File: config.mk
export PLATFORM = sky130hd
export DESIGN_NAME = cte_exec
export DESIGN_NICKNAME = d
export VERILOG_FILES = /design/src/cte_pkg.sv /design/src/cte_dp_if.sv /design/src/cte_alu.sv /design/src/cte_unsigned_byte_quotient.sv /design/src/cte_exec.sv
export VERILOG_INCLUDE_DIRS = /design/src
export SDC_FILE = /design/constraint.sdc
export NUM_CORES = 2
export LEC_CHECK = 0
export BUFFER_PORTS_ARGS = -buffer_cell sky130_fd_sc_hd__buf_4
export CAP_MARGIN = 40
export CORE_ASPECT_RATIO = 0.6
export CORE_MARGIN = 3
export CORE_UTILIZATION = 45
export CTS_CLUSTER_DIAMETER = 200
export DETAILED_ROUTE_END_ITERATION = 10
export GPL_TIMING_DRIVEN = 1
export RECOVER_POWER = 25
export REMOVE_ABC_BUFFERS = 1
export SLEW_MARGIN = 0
export SYNTH_ARGS = -nofsm -noshare
export SYNTH_HDL_FRONTEND = slang
export SYNTH_SLANG_ARGS = --single-unit
File: constraint.sdc
create_clock -name clk_i -period 105.6 [get_ports clk_i]
set_clock_uncertainty 0.15 [all_clocks]
set_input_delay 10.56 -clock clk_i [delete_from_list [all_inputs] [get_ports clk_i]]
set_output_delay 10.56 -clock clk_i [all_outputs]
set_load 0.005 [all_outputs]
File: src/cte_cfg.svh
`ifndef CTE_CFG_SVH
`define CTE_CFG_SVH

// Accumulator and operand fields
`define CTE_AH          31:16
`define CTE_AL          15:0
`define CTE_AH_LB       23:16
`define CTE_LH          15:8
`define CTE_LB          7:0
`define CTE_IO_ADDR     23:16
`define CTE_ADDR        23:0
`define CTE_SWAP_REG    31:16
`define CTE_SWAP_MEM    15:0

// Fill values
`define CTE_BYTE_ZERO   8'h00
`define CTE_WORD_ZERO   16'h0000
`define CTE_BYTE_ADDR0  8'h00

// Alignment shifts of the shared adder
`define CTE_SH_BYTE     6'h18
`define CTE_SH_WORD     6'h10
`define CTE_SH_LONG     6'h00

// Packed decimal correction
`define CTE_BCD_MAX     5'h09
`define CTE_BCD_FIX     5'h06

// Base cycle counts and the run counter's last value
`define CTE_CYC_BSWAP   6'h03
`define CTE_CYC_WMOVE   6'h02
`define CTE_CYC_WAT_A   6'h02
`define CTE_CYC_ST_AHAL 6'h02
`define CTE_CYC_ST_IMM  6'h03
`define CTE_CYC_RL_DISP 6'h06
`define CTE_CYC_LIMM    6'h03
`define CTE_CYC_LST_PHY 6'h05
`define CTE_CYC_WSWAP   6'h05
`define CTE_CYC_BSUM    6'h02
`define CTE_CYC_DEC     6'h03
`define CTE_CYC_WSUM    6'h02
`define CTE_CYC_WSUMC   6'h02
`define CTE_CYC_WMINB   6'h03
`define CTE_CYC_LREG    6'h05
`define CTE_CYC_LIMM32  6'h04
`define CTE_CYC_INC_BW  6'h02
`define CTE_CYC_INC_L   6'h04
`define CTE_CYC_CMP_BW  6'h02
`define CTE_CYC_CMP_L   6'h03
`define CTE_CYC_DIVB_Z  6'h03
`define CTE_CYC_DIVB_V  6'h06
`define CTE_CYC_DIVB_N  6'h0e
`define CTE_CYC_DIVW_Z  6'h03
`define CTE_CYC_DIVW_V  6'h05
`define CTE_CYC_DIVW_N  6'h15
`define CTE_CNT_LAST    6'h01

`endif

File: src/cte_pkg.sv
package cte_pkg;

    typedef enum logic [4:0] {
        OP_BYTE_SWAP_OP,
        OP_WORD_MOVE_DIR,
        OP_WORD_MOVE_AT_ACC,
        OP_WORD_STORE_UPPER,
        OP_WORD_STORE_IO_IMM,
        OP_WORD_LOAD_LONG_DISP,
        OP_WORD_STORE_LONG_DISP,
        OP_LONG_MOVE_IMM,
        OP_LONG_MOVE_PHYSICAL,
        OP_WORD_SWAP_OP,
        OP_BYTE_SUM_IMM,
        OP_BYTE_SUM_CARRY_DEC,
        OP_BYTE_MINUS_BORROW_DEC,
        OP_WORD_SUM,
        OP_WORD_SUM_CARRY,
        OP_WORD_MINUS_BORROW,
        OP_LONG_SUM_REG,
        OP_LONG_SUM_IMM,
        OP_LONG_MINUS_REG,
        OP_LONG_MINUS_IMM,
        OP_INC_BYTE,
        OP_INC_WORD,
        OP_LONG_INCREMENT,
        OP_DEC_BYTE,
        OP_DEC_WORD,
        OP_LONG_DECREMENT,
        OP_COMPARE_BYTE,
        OP_COMPARE_WORD,
        OP_COMPARE_LONG,
        OP_UNSIGNED_BYTE_QUOTIENT,
        OP_UNSIGNED_WORD_QUOTIENT
    } cte_op_t;

    typedef enum logic [1:0] {
        WID_BYTE,
        WID_WORD,
        WID_LONG
    } cte_wid_t;

    typedef enum logic {
        PH_IDLE,
        PH_RUN
    } cte_phase_t;

    typedef struct packed {
        cte_phase_t  phase;
        logic [5:0]  cnt;
        logic [31:0] acc;
        logic        n;
        logic        z;
        logic        v;
        logic        c;
        logic [31:0] p_acc;
        logic        p_n;
        logic        p_z;
        logic        p_v;
        logic        p_c;
        logic        p_we;
        logic [31:0] p_wd;
        logic [23:0] p_addr;
        logic        done;
        logic        we;
        logic [31:0] wd;
        logic [23:0] addr;
    } cte_state_t;

endpackage

File: src/cte_dp_if.sv
`timescale 1ns/10ps
interface cte_dp_if;
    import cte_pkg::*;

    logic [31:0] alu_a;
    logic [31:0] alu_b;
    logic        alu_cin;
    logic        alu_sub;
    logic        alu_dec;
    cte_wid_t    alu_wid;
    logic [31:0] alu_res;
    logic        alu_n;
    logic        alu_z;
    logic        alu_v;
    logic        alu_c;
    logic        div_wide;
    logic [31:0] div_dividend;
    logic [15:0] div_divisor;
    logic [15:0] div_quo;
    logic [15:0] div_rem;
    logic        div_zero;
    logic        div_ovf;

    modport core (output alu_a, alu_b, alu_cin, alu_sub, alu_dec, alu_wid,
                  output div_wide, div_dividend, div_divisor,
                  input  alu_res, alu_n, alu_z, alu_v, alu_c,
                  input  div_quo, div_rem, div_zero, div_ovf);
    modport alu  (input  alu_a, alu_b, alu_cin, alu_sub, alu_dec, alu_wid,
                  output alu_res, alu_n, alu_z, alu_v, alu_c);
    modport div  (input  div_wide, div_dividend, div_divisor,
                  output div_quo, div_rem, div_zero, div_ovf);
endinterface

File: src/cte_alu.sv
`timescale 1ns/10ps
`include "cte_cfg.svh"
module cte_alu (
    cte_dp_if.alu dp
);
    import cte_pkg::*;

    logic [5:0]  sh;
    logic [31:0] as;
    logic [31:0] bs;
    logic [31:0] cs;
    logic [32:0] sum;
    logic [31:0] bres;
    logic        bv;
    logic [4:0]  lo;
    logic [4:0]  hi;
    logic        lc;
    logic        hc;

    always_comb begin
        case (dp.alu_wid)
            WID_BYTE: sh = `CTE_SH_BYTE;
            WID_WORD: sh = `CTE_SH_WORD;
            default:  sh = `CTE_SH_LONG;
        endcase
        // Align operand MSB to bit 31 so one adder serves all widths
        as = dp.alu_a << sh;
        bs = dp.alu_b << sh;
        cs = {31'h0, dp.alu_cin} << sh;
        if (dp.alu_sub) begin
            sum = {1'b0, as} - {1'b0, bs} - {1'b0, cs};
            bv  = (as[31] != bs[31]) && (sum[31] != as[31]);
        end else begin
            sum = {1'b0, as} + {1'b0, bs} + {1'b0, cs};
            bv  = (as[31] == bs[31]) && (sum[31] != as[31]);
        end
        bres = sum[31:0] >> sh;
        // Packed decimal, byte wide
        if (dp.alu_sub) begin
            lo = {1'b0, dp.alu_a[3:0]} - {1'b0, dp.alu_b[3:0]}
                 - {4'h0, dp.alu_cin};
            lc = lo[4];
            if (lc) begin
                lo = lo - `CTE_BCD_FIX;
            end
            hi = {1'b0, dp.alu_a[7:4]} - {1'b0, dp.alu_b[7:4]} - {4'h0, lc};
            hc = hi[4];
            if (hc) begin
                hi = hi - `CTE_BCD_FIX;
            end
        end else begin
            lo = {1'b0, dp.alu_a[3:0]} + {1'b0, dp.alu_b[3:0]}
                 + {4'h0, dp.alu_cin};
            lc = lo > `CTE_BCD_MAX;
            if (lc) begin
                lo = lo + `CTE_BCD_FIX;
            end
            hi = {1'b0, dp.alu_a[7:4]} + {1'b0, dp.alu_b[7:4]} + {4'h0, lc};
            hc = hi > `CTE_BCD_MAX;
            if (hc) begin
                hi = hi + `CTE_BCD_FIX;
            end
        end
        if (dp.alu_dec) begin
            dp.alu_res = {24'h0, hi[3:0], lo[3:0]};
            dp.alu_c   = hc;
            dp.alu_n   = hi[3];
            dp.alu_z   = {hi[3:0], lo[3:0]} == `CTE_BYTE_ZERO;
        end else begin
            dp.alu_res = bres;
            dp.alu_c   = sum[32];
            dp.alu_n   = sum[31];
            dp.alu_z   = sum[31:0] == 32'h0;
        end
        dp.alu_v = bv;
    end
endmodule // cte_alu

File: src/cte_unsigned_byte_quotient.sv
`timescale 1ns/10ps
`include "cte_cfg.svh"
module cte_unsigned_byte_quotient (
    cte_dp_if.div dp
);
    import cte_pkg::*;

    logic [15:0] dsr;
    logic [31:0] q;
    logic [31:0] r;

    always_comb begin
        if (dp.div_wide) begin
            dsr         = dp.div_divisor;
            dp.div_ovf  = dp.div_dividend[`CTE_AH] >= dsr;
        end else begin
            dsr         = {`CTE_BYTE_ZERO, dp.div_divisor[`CTE_LB]};
            dp.div_ovf  = {`CTE_BYTE_ZERO, dp.div_dividend[`CTE_LH]} >= dsr;
        end
        dp.div_zero = dsr == `CTE_WORD_ZERO;
        // Guard keeps the quotient defined on a zero divisor
        if (dp.div_zero) begin
            q = 32'h0;
            r = 32'h0;
        end else if (dp.div_wide) begin
            q = dp.div_dividend / {16'h0, dsr};
            r = dp.div_dividend % {16'h0, dsr};
        end else begin
            q = {16'h0, dp.div_dividend[`CTE_AL]} / {16'h0, dsr};
            r = {16'h0, dp.div_dividend[`CTE_AL]} % {16'h0, dsr};
        end
        dp.div_quo = q[15:0];
        dp.div_rem = r[15:0];
    end
endmodule // cte_unsigned_byte_quotient

File: src/cte_exec.sv
`timescale 1ns/10ps
`include "cte_cfg.svh"
module cte_exec #(
    parameter int EXW = 5
) (
    input  wire logic            clk_i,
    input  wire logic            rstn_i,
    input  wire logic            start_i,
    input  wire cte_pkg::cte_op_t op_i,
    input  wire logic [31:0]     operand_i,
    input  wire logic [31:0]     aux_i,
    input  wire logic [EXW-1:0]  extra_cyc_i,
    output logic                 busy_o,
    output logic                 done_o,
    output logic [31:0]          acc_o,
    output logic                 neg_o,
    output logic                 zero_o,
    output logic                 ovf_o,
    output logic                 carry_o,
    output logic                 wr_o,
    output logic [31:0]          wr_data_o,
    output logic [23:0]          addr_o
);
    import cte_pkg::*;

    cte_dp_if   dp ();
    cte_state_t st;
    cte_state_t nx;
    logic [5:0]  base;
    logic [31:0] na;
    logic        nn;
    logic        nz;
    logic        nv;
    logic        nc;
    logic        wr;
    logic [31:0] wd;
    logic [23:0] ad;

    cte_alu  u_alu  (.dp(dp));
    cte_unsigned_byte_quotient u_unsigned_byte_quotient (.dp(dp));

    always_comb begin
        nx      = st;
        nx.done = 1'b0;
        nx.we   = 1'b0;
        base    = `CTE_CYC_WSUM;
        na      = st.acc;
        nn      = st.n;
        nz      = st.z;
        nv      = st.v;
        nc      = st.c;
        wr      = 1'b0;
        wd      = 32'h0;
        ad      = 24'h0;
        dp.alu_a        = st.acc;
        dp.alu_b        = operand_i;
        dp.alu_cin      = 1'b0;
        dp.alu_sub      = 1'b0;
        dp.alu_dec      = 1'b0;
        dp.alu_wid      = WID_WORD;
        dp.div_wide     = 1'b0;
        dp.div_dividend = st.acc;
        dp.div_divisor  = operand_i[`CTE_AL];
        case (op_i)
            OP_BYTE_SWAP_OP: begin
                na   = {st.acc[`CTE_AH], `CTE_BYTE_ZERO, operand_i[`CTE_LB]};
                wr   = 1'b1;
                wd   = {24'h0, st.acc[`CTE_LB]};
                base = `CTE_CYC_BSWAP;
            end
            OP_WORD_MOVE_DIR: begin
                na   = {st.acc[`CTE_AL], operand_i[`CTE_AL]};
                nn   = operand_i[15];
                nz   = operand_i[`CTE_AL] == `CTE_WORD_ZERO;
                base = `CTE_CYC_WMOVE;
            end
            OP_WORD_MOVE_AT_ACC: begin
                ad   = st.acc[`CTE_ADDR];
                na   = {st.acc[`CTE_AH], operand_i[`CTE_AL]};
                nn   = operand_i[15];
                nz   = operand_i[`CTE_AL] == `CTE_WORD_ZERO;
                base = `CTE_CYC_WAT_A;
            end
            OP_WORD_STORE_UPPER: begin
                ad   = {`CTE_BYTE_ADDR0, st.acc[`CTE_AL]};
                wr   = 1'b1;
                wd   = {16'h0, st.acc[`CTE_AH]};
                nn   = st.acc[31];
                nz   = st.acc[`CTE_AH] == `CTE_WORD_ZERO;
                base = `CTE_CYC_ST_AHAL;
            end
            OP_WORD_STORE_IO_IMM: begin
                ad   = {16'h0, operand_i[`CTE_IO_ADDR]};
                wr   = 1'b1;
                wd   = {16'h0, operand_i[`CTE_AL]};
                base = `CTE_CYC_ST_IMM;
            end
            OP_WORD_LOAD_LONG_DISP: begin
                na   = {st.acc[`CTE_AL], operand_i[`CTE_AL]};
                nn   = operand_i[15];
                nz   = operand_i[`CTE_AL] == `CTE_WORD_ZERO;
                base = `CTE_CYC_RL_DISP;
            end
            OP_WORD_STORE_LONG_DISP: begin
                wr   = 1'b1;
                wd   = {16'h0, st.acc[`CTE_AL]};
                nn   = st.acc[15];
                nz   = st.acc[`CTE_AL] == `CTE_WORD_ZERO;
                base = `CTE_CYC_RL_DISP;
            end
            OP_LONG_MOVE_IMM: begin
                na   = operand_i;
                nn   = operand_i[31];
                nz   = operand_i == 32'h0;
                base = `CTE_CYC_LIMM;
            end
            OP_LONG_MOVE_PHYSICAL: begin
                ad   = st.acc[`CTE_ADDR];
                wr   = 1'b1;
                wd   = operand_i;
                nn   = operand_i[31];
                nz   = operand_i == 32'h0;
                base = `CTE_CYC_LST_PHY;
            end
            OP_WORD_SWAP_OP: begin
                wr   = 1'b1;
                wd   = {operand_i[`CTE_AL], aux_i[`CTE_AL]};
                base = `CTE_CYC_WSWAP;
            end
            OP_BYTE_SUM_IMM, OP_BYTE_SUM_CARRY_DEC,
            OP_BYTE_MINUS_BORROW_DEC: begin
                dp.alu_wid = WID_BYTE;
                base       = `CTE_CYC_BSUM;
                if (op_i != OP_BYTE_SUM_IMM) begin
                    dp.alu_a   = {24'h0, st.acc[`CTE_AH_LB]};
                    dp.alu_b   = {24'h0, st.acc[`CTE_LB]};
                    dp.alu_cin = st.c;
                    dp.alu_dec = 1'b1;
                    dp.alu_sub = op_i == OP_BYTE_MINUS_BORROW_DEC;
                    base       = `CTE_CYC_DEC;
                end
                na = {st.acc[`CTE_AH], `CTE_BYTE_ZERO, dp.alu_res[`CTE_LB]};
                {nn, nz, nv, nc} = {dp.alu_n, dp.alu_z, dp.alu_v, dp.alu_c};
            end
            OP_WORD_SUM, OP_WORD_SUM_CARRY, OP_WORD_MINUS_BORROW: begin
                dp.alu_cin = st.c;
                dp.alu_sub = op_i == OP_WORD_MINUS_BORROW;
                base       = op_i == OP_WORD_MINUS_BORROW ? `CTE_CYC_WMINB
                                                          : `CTE_CYC_WSUMC;
                if (op_i == OP_WORD_SUM) begin
                    dp.alu_a   = {16'h0, st.acc[`CTE_AH]};
                    dp.alu_b   = {16'h0, st.acc[`CTE_AL]};
                    dp.alu_cin = 1'b0;
                    base       = `CTE_CYC_WSUM;
                end
                na = {st.acc[`CTE_AH], dp.alu_res[`CTE_AL]};
                {nn, nz, nv, nc} = {dp.alu_n, dp.alu_z, dp.alu_v, dp.alu_c};
            end
            OP_LONG_SUM_REG, OP_LONG_SUM_IMM,
            OP_LONG_MINUS_REG, OP_LONG_MINUS_IMM: begin
                dp.alu_wid = WID_LONG;
                dp.alu_sub = op_i == OP_LONG_MINUS_REG
                             || op_i == OP_LONG_MINUS_IMM;
                base       = (op_i == OP_LONG_SUM_REG
                              || op_i == OP_LONG_MINUS_REG)
                             ? `CTE_CYC_LREG : `CTE_CYC_LIMM32;
                na = dp.alu_res;
                {nn, nz, nv, nc} = {dp.alu_n, dp.alu_z, dp.alu_v, dp.alu_c};
            end
            OP_INC_BYTE, OP_INC_WORD, OP_LONG_INCREMENT,
            OP_DEC_BYTE, OP_DEC_WORD, OP_LONG_DECREMENT: begin
                dp.alu_a = operand_i;
                dp.alu_b = 32'h1;
                dp.alu_sub = op_i == OP_DEC_BYTE || op_i == OP_DEC_WORD
                             || op_i == OP_LONG_DECREMENT;
                if (op_i == OP_INC_BYTE || op_i == OP_DEC_BYTE) begin
                    dp.alu_wid = WID_BYTE;
                end else if (op_i == OP_INC_WORD || op_i == OP_DEC_WORD) begin
                    dp.alu_wid = WID_WORD;
                end else begin
                    dp.alu_wid = WID_LONG;
                end
                base = dp.alu_wid == WID_LONG ? `CTE_CYC_INC_L
                                              : `CTE_CYC_INC_BW;
                wr   = 1'b1;
                wd   = dp.alu_res;
                {nn, nz, nv} = {dp.alu_n, dp.alu_z, dp.alu_v};
            end
            OP_COMPARE_BYTE, OP_COMPARE_WORD, OP_COMPARE_LONG: begin
                dp.alu_sub = 1'b1;
                if (op_i == OP_COMPARE_BYTE) begin
                    dp.alu_wid = WID_BYTE;
                end else if (op_i == OP_COMPARE_WORD) begin
                    dp.alu_wid = WID_WORD;
                end else begin
                    dp.alu_wid = WID_LONG;
                end
                base = op_i == OP_COMPARE_LONG ? `CTE_CYC_CMP_L
                                               : `CTE_CYC_CMP_BW;
                {nn, nz, nv, nc} = {dp.alu_n, dp.alu_z, dp.alu_v, dp.alu_c};
            end
            OP_UNSIGNED_BYTE_QUOTIENT: begin
                dp.div_dividend = {16'h0, st.acc[`CTE_AH]};
                dp.div_divisor  = {`CTE_BYTE_ZERO, st.acc[`CTE_LB]};
                nv = dp.div_ovf | dp.div_zero;
                nc = dp.div_zero;
                if (dp.div_zero) begin
                    base = `CTE_CYC_DIVB_Z;
                end else if (dp.div_ovf) begin
                    base = `CTE_CYC_DIVB_V;
                end else begin
                    base = `CTE_CYC_DIVB_N;
                    na = {st.acc[31:24], dp.div_rem[`CTE_LB],
                          st.acc[`CTE_LH], dp.div_quo[`CTE_LB]};
                end
            end
            OP_UNSIGNED_WORD_QUOTIENT: begin
                dp.div_wide = 1'b1;
                nv = dp.div_ovf | dp.div_zero;
                nc = dp.div_zero;
                if (dp.div_zero) begin
                    base = `CTE_CYC_DIVW_Z;
                end else if (dp.div_ovf) begin
                    base = `CTE_CYC_DIVW_V;
                end else begin
                    base = `CTE_CYC_DIVW_N;
                    na   = {st.acc[`CTE_AH], dp.div_quo};
                    wr   = 1'b1;
                    wd   = {16'h0, dp.div_rem};
                end
            end
            default: begin
                base = `CTE_CYC_WSUM;
            end
        endcase
        case (st.phase)
            PH_IDLE: begin
                if (start_i) begin
                    nx.phase  = PH_RUN;
                    nx.cnt    = 6'(base + 6'(extra_cyc_i));
                    nx.p_acc  = na;
                    nx.p_n    = nn;
                    nx.p_z    = nz;
                    nx.p_v    = nv;
                    nx.p_c    = nc;
                    nx.p_we   = wr;
                    nx.p_wd   = wd;
                    nx.p_addr = ad;
                end
            end
            PH_RUN: begin
                if (st.cnt == `CTE_CNT_LAST) begin
                    nx.phase = PH_IDLE;
                    nx.acc   = st.p_acc;
                    nx.n     = st.p_n;
                    nx.z     = st.p_z;
                    nx.v     = st.p_v;
                    nx.c     = st.p_c;
                    nx.we    = st.p_we;
                    nx.wd    = st.p_wd;
                    nx.addr  = st.p_addr;
                    nx.done  = 1'b1;
                end else begin
                    nx.cnt = st.cnt - `CTE_CNT_LAST;
                end
            end
            default: begin
                nx.phase = PH_IDLE;
            end
        endcase
    end

    always_ff @(posedge clk_i or negedge rstn_i) begin
        if (!rstn_i) begin
            st <= '0;
        end else begin
            st <= nx;
        end
    end

    assign busy_o    = st.phase == PH_RUN;
    assign done_o    = st.done;
    assign acc_o     = st.acc;
    assign neg_o     = st.n;
    assign zero_o    = st.z;
    assign ovf_o     = st.v;
    assign carry_o   = st.c;
    assign wr_o      = st.we;
    assign wr_data_o = st.wd;
    assign addr_o    = st.addr;
endmodule // cte_exec

# Word level (Yosys, flattened, before mapping)
# Index checks and enable logic that the tools add are counted.
# word_totals
reg_bits	194
latchBits	0
ram_bits	0
romBits	0
inputBits	77
out_inout_bits	95
word_cells	200
mem_count	0
# classes
addsub	18
n_mul	0
n_div	4
n_lt_le_gt_ge	4
eq_ne	40
shifts	4
mux	73
n_bitwise	2
n_reduce_logical	36
# op_table
op	count
$pmux W32 S9	1
$pmux W32 S8	1
$mux W32	6
$pmux W32 S3	2
$mux W16	8
$mux W58	2
$eq A5 B5 Y1 const B	15
$pmux W24 S3	1
$logic_not A16 Y1	4
$logic_not A32 Y1	2
$shl A32 B5 Y32	2
$pmux W5 S10	1
$mux W24	2
$eq A5 B4 Y1 const B	8
$add A32 B32 Y33	1
$add A33 B32 Y33	1
$mux W33	1
$sub A32 B32 Y33	1
$sub A33 B32 Y33	1
$div A16 B16 Y32	1
$div A32 B16 Y32	1
$mod A16 B16 Y32	1
$mod A32 B16 Y32	1
$mux W4	8
49 further kinds	109

# Depth between registers and ports, before layout
# logic_depth
word_depth	15
mapped_depth	480
mapped_depth_nobuf	436

# By module
# Synthesis repeated with hierarchy kept, for this count alone.
# unflattened
hier_cells	5762
hier_area_um2	42502.0
# by_module_without_submodules
module	n_inst	cells_per_inst	area_each_um2	seq_area_each_um2
cte_unsigned_byte_quotient	1	3304	23359.9	0.0
cte_exec	1	1404	11822.6	4854.7
cte_alu	1	1054	7319.5	0.0

# Least setup slack after synthesis
# No wires, ideal clock.
# synth_timing
path_kind	input port to flip-flop
from	input port op_i[1]
to	register st[137] (netlist bit)
setup_time_ns	0.124
arrival_ns	102.834
required_ns	105.326
path_slack_ns	2.493
cell_stages	459
path_buffers	49
cell_sequence	buf_2 -> nand3b_1 -> nor2_1 -> clkbuf_1 -> mux2i_1 -> ha_1 -> a22oi_1 -> ha_1 -> or3_1 -> nand3_1 -> a21boi_1 -> or2_2 -> ha_1 -> o21ai_0 -> a211o_1 -> o32a_1 -> nand2_1 -> inv_1 -> [423 not listed] -> o21bai_1 -> a21o_1 -> a21o_1 -> a21oi_1 -> o21bai_1 -> a21oi_1 -> nor2b_1 -> o21a_1 -> o31a_1 -> o21ai_0 -> nand3b_1 -> a211oi_1 -> o31ai_1 -> a221oi_2 -> nand2b_1 -> buf_4 -> buf_2 -> a211o_1
# synth_via
elab_chain_len	15
elab_cells_between_ends	84
cone_classes	add/sub: 4; div: 2; order compare: 2; eq/ne: 27; shift: 4; mux: 31; reduce/logical: 14
# synth_lines
item	line_no	source
from (decl)	cte_exec.sv:9	input wire cte_pkg::cte_op_t op_i,
branches (longest 14 deep; another with $mod A32 B16 Y32)	--	
$pmux W32 S9 *	cte_exec.sv:64	case (op_i)
to (signal assigned)	cte_exec.sv:277	st <= nx;
to (decl)	cte_exec.sv:27	cte_state_t st;
# Mark *: on every way between the ends. The select of a mux whose other input is x is not followed.
# A chain may end at the register's enable or synchronous reset.

# Final worst setup path
# layout_timing
from	input port op_i[1]
to	register st[84] (netlist bit)
# layout_via
elab_chain_len	15
elab_cells_between_ends	94
cone_classes	add/sub: 10; div: 2; order compare: 3; eq/ne: 28; shift: 4; mux: 34; reduce/logical: 13
# layout_lines
item	line_no
branches (longest 14 deep; another with $mod A32 B16 Y32)	--
$pmux W32 S8 *	cte_exec.sv:64
# Marks and branches as above.

==> flow_metrics.py <==
metrics = {
    "outcome": {
        "outcome": "complete, but fails checks",
        "failed_checks": "capacitance limit, slew limit",
    },
    "clock_network": {
        "cts_sinks": 194,
        "clk_latency_ns": 0.47,
        "cts-root-buf": "clkbuf_16",
        "numCtsBuffers": 17,
        "cts_buffer_depth": 2,
        "cts_tree": "done",
        "clkTransAtPathRegs_ns": 0.08,
        "htreeDepth": 4,
    },
    "route": {
        "avgRoutedWirePerCell_um": 22.45,
        "drt-initial-drc-count": 5348,
        "via_count": 45780,
        "drt-vias-per-instance": 6.160,
        "drc_errors": 0,
        "finalWirelength_um": 166900,
        "ant_nets": 0,
        "firstDrtPassIters": 8,
    },
    "yosys": {
        "synth_cell_types": 128,
        "avgSynthCellArea_um2": 7.284,
        "synth-main-ff-cell": "dfrtp_1",
        "yosysTopAreaCellShare": 0.1706,
        "yosysSeqAreaShare": 0.1182,
        "synth_largest_area_cell": "ha_1",
        "synthArstFlopShare": 1.000,
        "ys_seq_elements": 194,
        "synthTopCellsByArea": "ha_1, dfrtp_1, nand2_1",
        "synth_area_um2": 41080,
        "synth-edff-count": 0,
        "yosys_warnings": 0,
        "synth_cells": 5639,
    },
    "sta": {
        "period_needed_ns": 99.68,
        "fmax_mhz": 10.03,
        "tightest_slew_ns": 2.894,
        "maxSlewViolCount": 178,
        "setup_viol": 0,
        "whs_ns": 0.3175,
        "slew-limit-headroom": -0.9293,
        "post-route-period-util": 0.9439,
        "hold_viol_final": 0,
    },
    "grt": {
        "grt_pass1_vias": 41160,
        "grtUsageTotal": 0.3357,
        "grt_first_pass_wirelength_um": 250400,
        "gr-total-overflow": 0,
        "grt_max_degree": 86,
        "antenna_found_initial": 9,
    },
    "floorplan": {
        "die_h_um": 240.0,
        "die_x_um": 396.0,
        "rows": 85,
        "start_util": 0.4560,
        "ios": 172,
        "core_area_um2": 90080,
        "dieArea_um2": 95060,
    },
    "critical_path": {
        "critical_path.slowest_cell": "o211a_1",
        "critPathMaxStageDelay_ns": 0.47,
        "cp-start-kind": "input port",
        "timing.critical_path.to_type": "flip-flop",
        "crit_path_frequent_cell": "o21a_1",
        "cp_max_fo": 32,
        "critPathArrivalTime_ns": 99.92,
        "path_class": "in2reg",
        "rr_worst_depth": 434,
        "crit_required_ns": 105.84,
    },
    "finish": {
        "multiInputGateArea_um2": 34200,
        "instances_no_fill": 7431,
        "drive_gt1_frac": 0.1933,
        "final_nets": 6848,
        "n_fill_cell": 8845,
        "seq_area_um2": 4855,
        "area_delta_synth_final_pct": 18.35,
    },
    "placement": {
        "post-dp-hpwl_um": 131700,
        "place.gp.congestion": 1.055,
        "port_buffers": 155,
        "dp.cells": 7369,
    },
    "run": {
        "cap_violations": 4,
    },
    "worst_hold_path": {
        "min-delay-path-class": "reg2reg",
        "hold_depth": 2,
    },
}
==> critical path: cells and delay by family <==
| family | cells | cell delay, ns |
|---|---|---|
| AOI/OAI and AO/OA | 260 | 52.62 |
| adders and majority gates | 32 | 9.79 |
| buffers and inverters | 32 | 5.44 |
| muxes | 10 | 3.09 |
| and+or+nand+nor | 101 | 18.29 |
==> flip-flops by register name, summed over array words and instances (netlist names) <==
| register | flops |
|---|---|
| st | 99 |
| acc_o | 32 |
| wr_data_o | 32 |
| addr_o | 24 |
| busy_o | 1 |
| carry_o | 1 |
| done_o | 1 |
| neg_o | 1 |
| ovf_o | 1 |
| wr_o | 1 |
| zero_o | 1 |
==> cell type report <==
| cell class | count | area share |
|---|---|---|
| antenna | 9 | 0.0004633 |
| clock buffer | 18 | 0.009034 |
| clock inverter | 14 | 0.003578 |
| inverter | 216 | 0.01670 |
| multi-input combinational | 4898 | 0.7034 |
| sequential | 194 | 0.09986 |
| tap | 1218 | 0.03135 |
| timing repair buffer | 864 | 0.1356 |
==> path summary, 6_finish.rpt <==
check                             to  slack [ns]     start
max                           st[84]        5.92   op_i[1]
min                        addr_o[4]        0.32    st[62]
max reg2reg                   st[84]       16.22  acc_o[4]
min reg2reg                addr_o[4]        0.32    st[62]
max in group asynchronous  acc_o[22]       92.59    rstn_i
min in group asynchronous     st[71]       10.70    rstn_i
==> layout by cell type, fill, tap and decap left out, drive strengths merged, types with 19 or more instances in the layout <==
| cell | synthesis | final |
|---|---|---|
| o22ai | 26 | 26 |
| a21oi | 378 | 378 |
| or2 | 53 | 54 |
| o21ai | 310 | 310 |
| dfrtp | 194 | 194 |
| a211oi | 43 | 43 |
| xnor2 | 163 | 163 |
| a221o | 27 | 27 |
| nor3 | 257 | 257 |
| clkbuf | 186 | 21 |
| xor2 | 87 | 87 |
| nand3 | 98 | 98 |
| buf | 148 | 861 |
| a222oi | 28 | 28 |
| nor4 | 45 | 45 |
| and4 | 19 | 19 |
| o21bai | 36 | 36 |
| and3 | 37 | 37 |
| a221oi | 53 | 53 |
| ha | 560 | 560 |
| nand2b | 68 | 68 |
| mux2i | 61 | 61 |
| o211ai | 48 | 48 |
| o21a | 234 | 234 |
| and2 | 64 | 64 |
| a211o | 20 | 20 |
| nor2 | 482 | 482 |
| a21o | 136 | 136 |
| o31ai | 129 | 129 |
| or3 | 42 | 42 |
| nor2b | 45 | 45 |
| a31oi | 47 | 47 |
| nand4 | 49 | 49 |
| a21boi | 26 | 26 |
| fa | 20 | 20 |
| nand2 | 802 | 802 |
| mux2 | 88 | 88 |
| a22oi | 50 | 50 |
| inv | 215 | 225 |
| a22o | 34 | 34 |
==> repair_timing <==
action | in CTS | in global routing
hold buffers | 0 | 0
hold endpoints to repair | 0 | 0
setup buffers | 0 | 17
gates resized for setup | 0 | 80
setup endpoints to repair | 0 | 26
==> metrics by stage <==
stage          setup slack [ns]  setup TNS, ns  instance area, µm²  utilization
2_1_floorplan             3.206              0               39420            -
3_3_place_gp              2.539              0               47370       0.5258
3_5_place_dp              1.846              0               47530       0.5276
4_1_cts                   1.952              0               48140       0.5345
5_1_grt                 -0.1128        -0.2107               48610       0.5396
6_report                  5.920              0               48610       0.5397
==> routing by layer <==
metal / up-vias / wire length (µm) / track usage
met5: - / 13 / 0
met4: 2 / 6566 / 0.1165
met3: 298 / 18520 / 0.08362
met2: 2137 / 63530 / 0.4611
met1: 21460 / 78220 / 0.5006
li1: 21880 / - / -
==> cells by family (layout without fill, tap and decap cells) <==
| logic type | Yosys count | count (layout) | synth area share |
|---|---|---|---|
| XOR/XNOR | 250 | 250 | 0.05376 |
| adder cells (fa/ha/maj) | 581 | 581 | 0.1806 |
| multiplexers | 149 | 149 | 0.03917 |
| AO/OA/AOI/OAI | 1797 | 1797 | 0.3043 |
| flip-flops | 194 | 194 | 0.1182 |
| other | 2 | 13 | 0.0001828 |
| AND/OR/NAND/NOR | 2116 | 2117 | 0.2435 |
| buffers and inverters | 550 | 1112 | 0.06031 |
==> synthesized netlist by cell type (18+ instances only) <==
cell type / instances
a211o_1: 20
a211oi_1: 36
a21boi_0: 19
a21o_1: 135
a21oi_1: 374
a221o_1: 27
a221oi_1: 51
a222oi_1: 28
a22o_1: 34
a22oi_1: 49
a31oi_1: 45
and2_1: 63
and3_1: 37
and4_1: 19
buf_1: 30
buf_2: 18
buf_4: 97
clkbuf_1: 183
dfrtp_1: 194
fa_1: 20
ha_1: 560
inv_1: 213
mux2_2: 86
mux2i_1: 59
nand2_1: 800
nand2b_1: 67
nand3_1: 95
nand4_1: 45
nor2_1: 477
nor2b_1: 45
nor3_1: 252
nor4_1: 38
o211ai_1: 46
o21a_1: 233
o21ai_0: 281
o21ai_1: 25
o21bai_1: 35
o22ai_1: 26
o31a_1: 18
o31ai_1: 126
or2_2: 49
or3_1: 41
xnor2_1: 162
xor2_1: 87
Power is left out: the tool's default activity adds up to more than one toggle a clock period on the data nets, which glitch-free logic cannot reach.
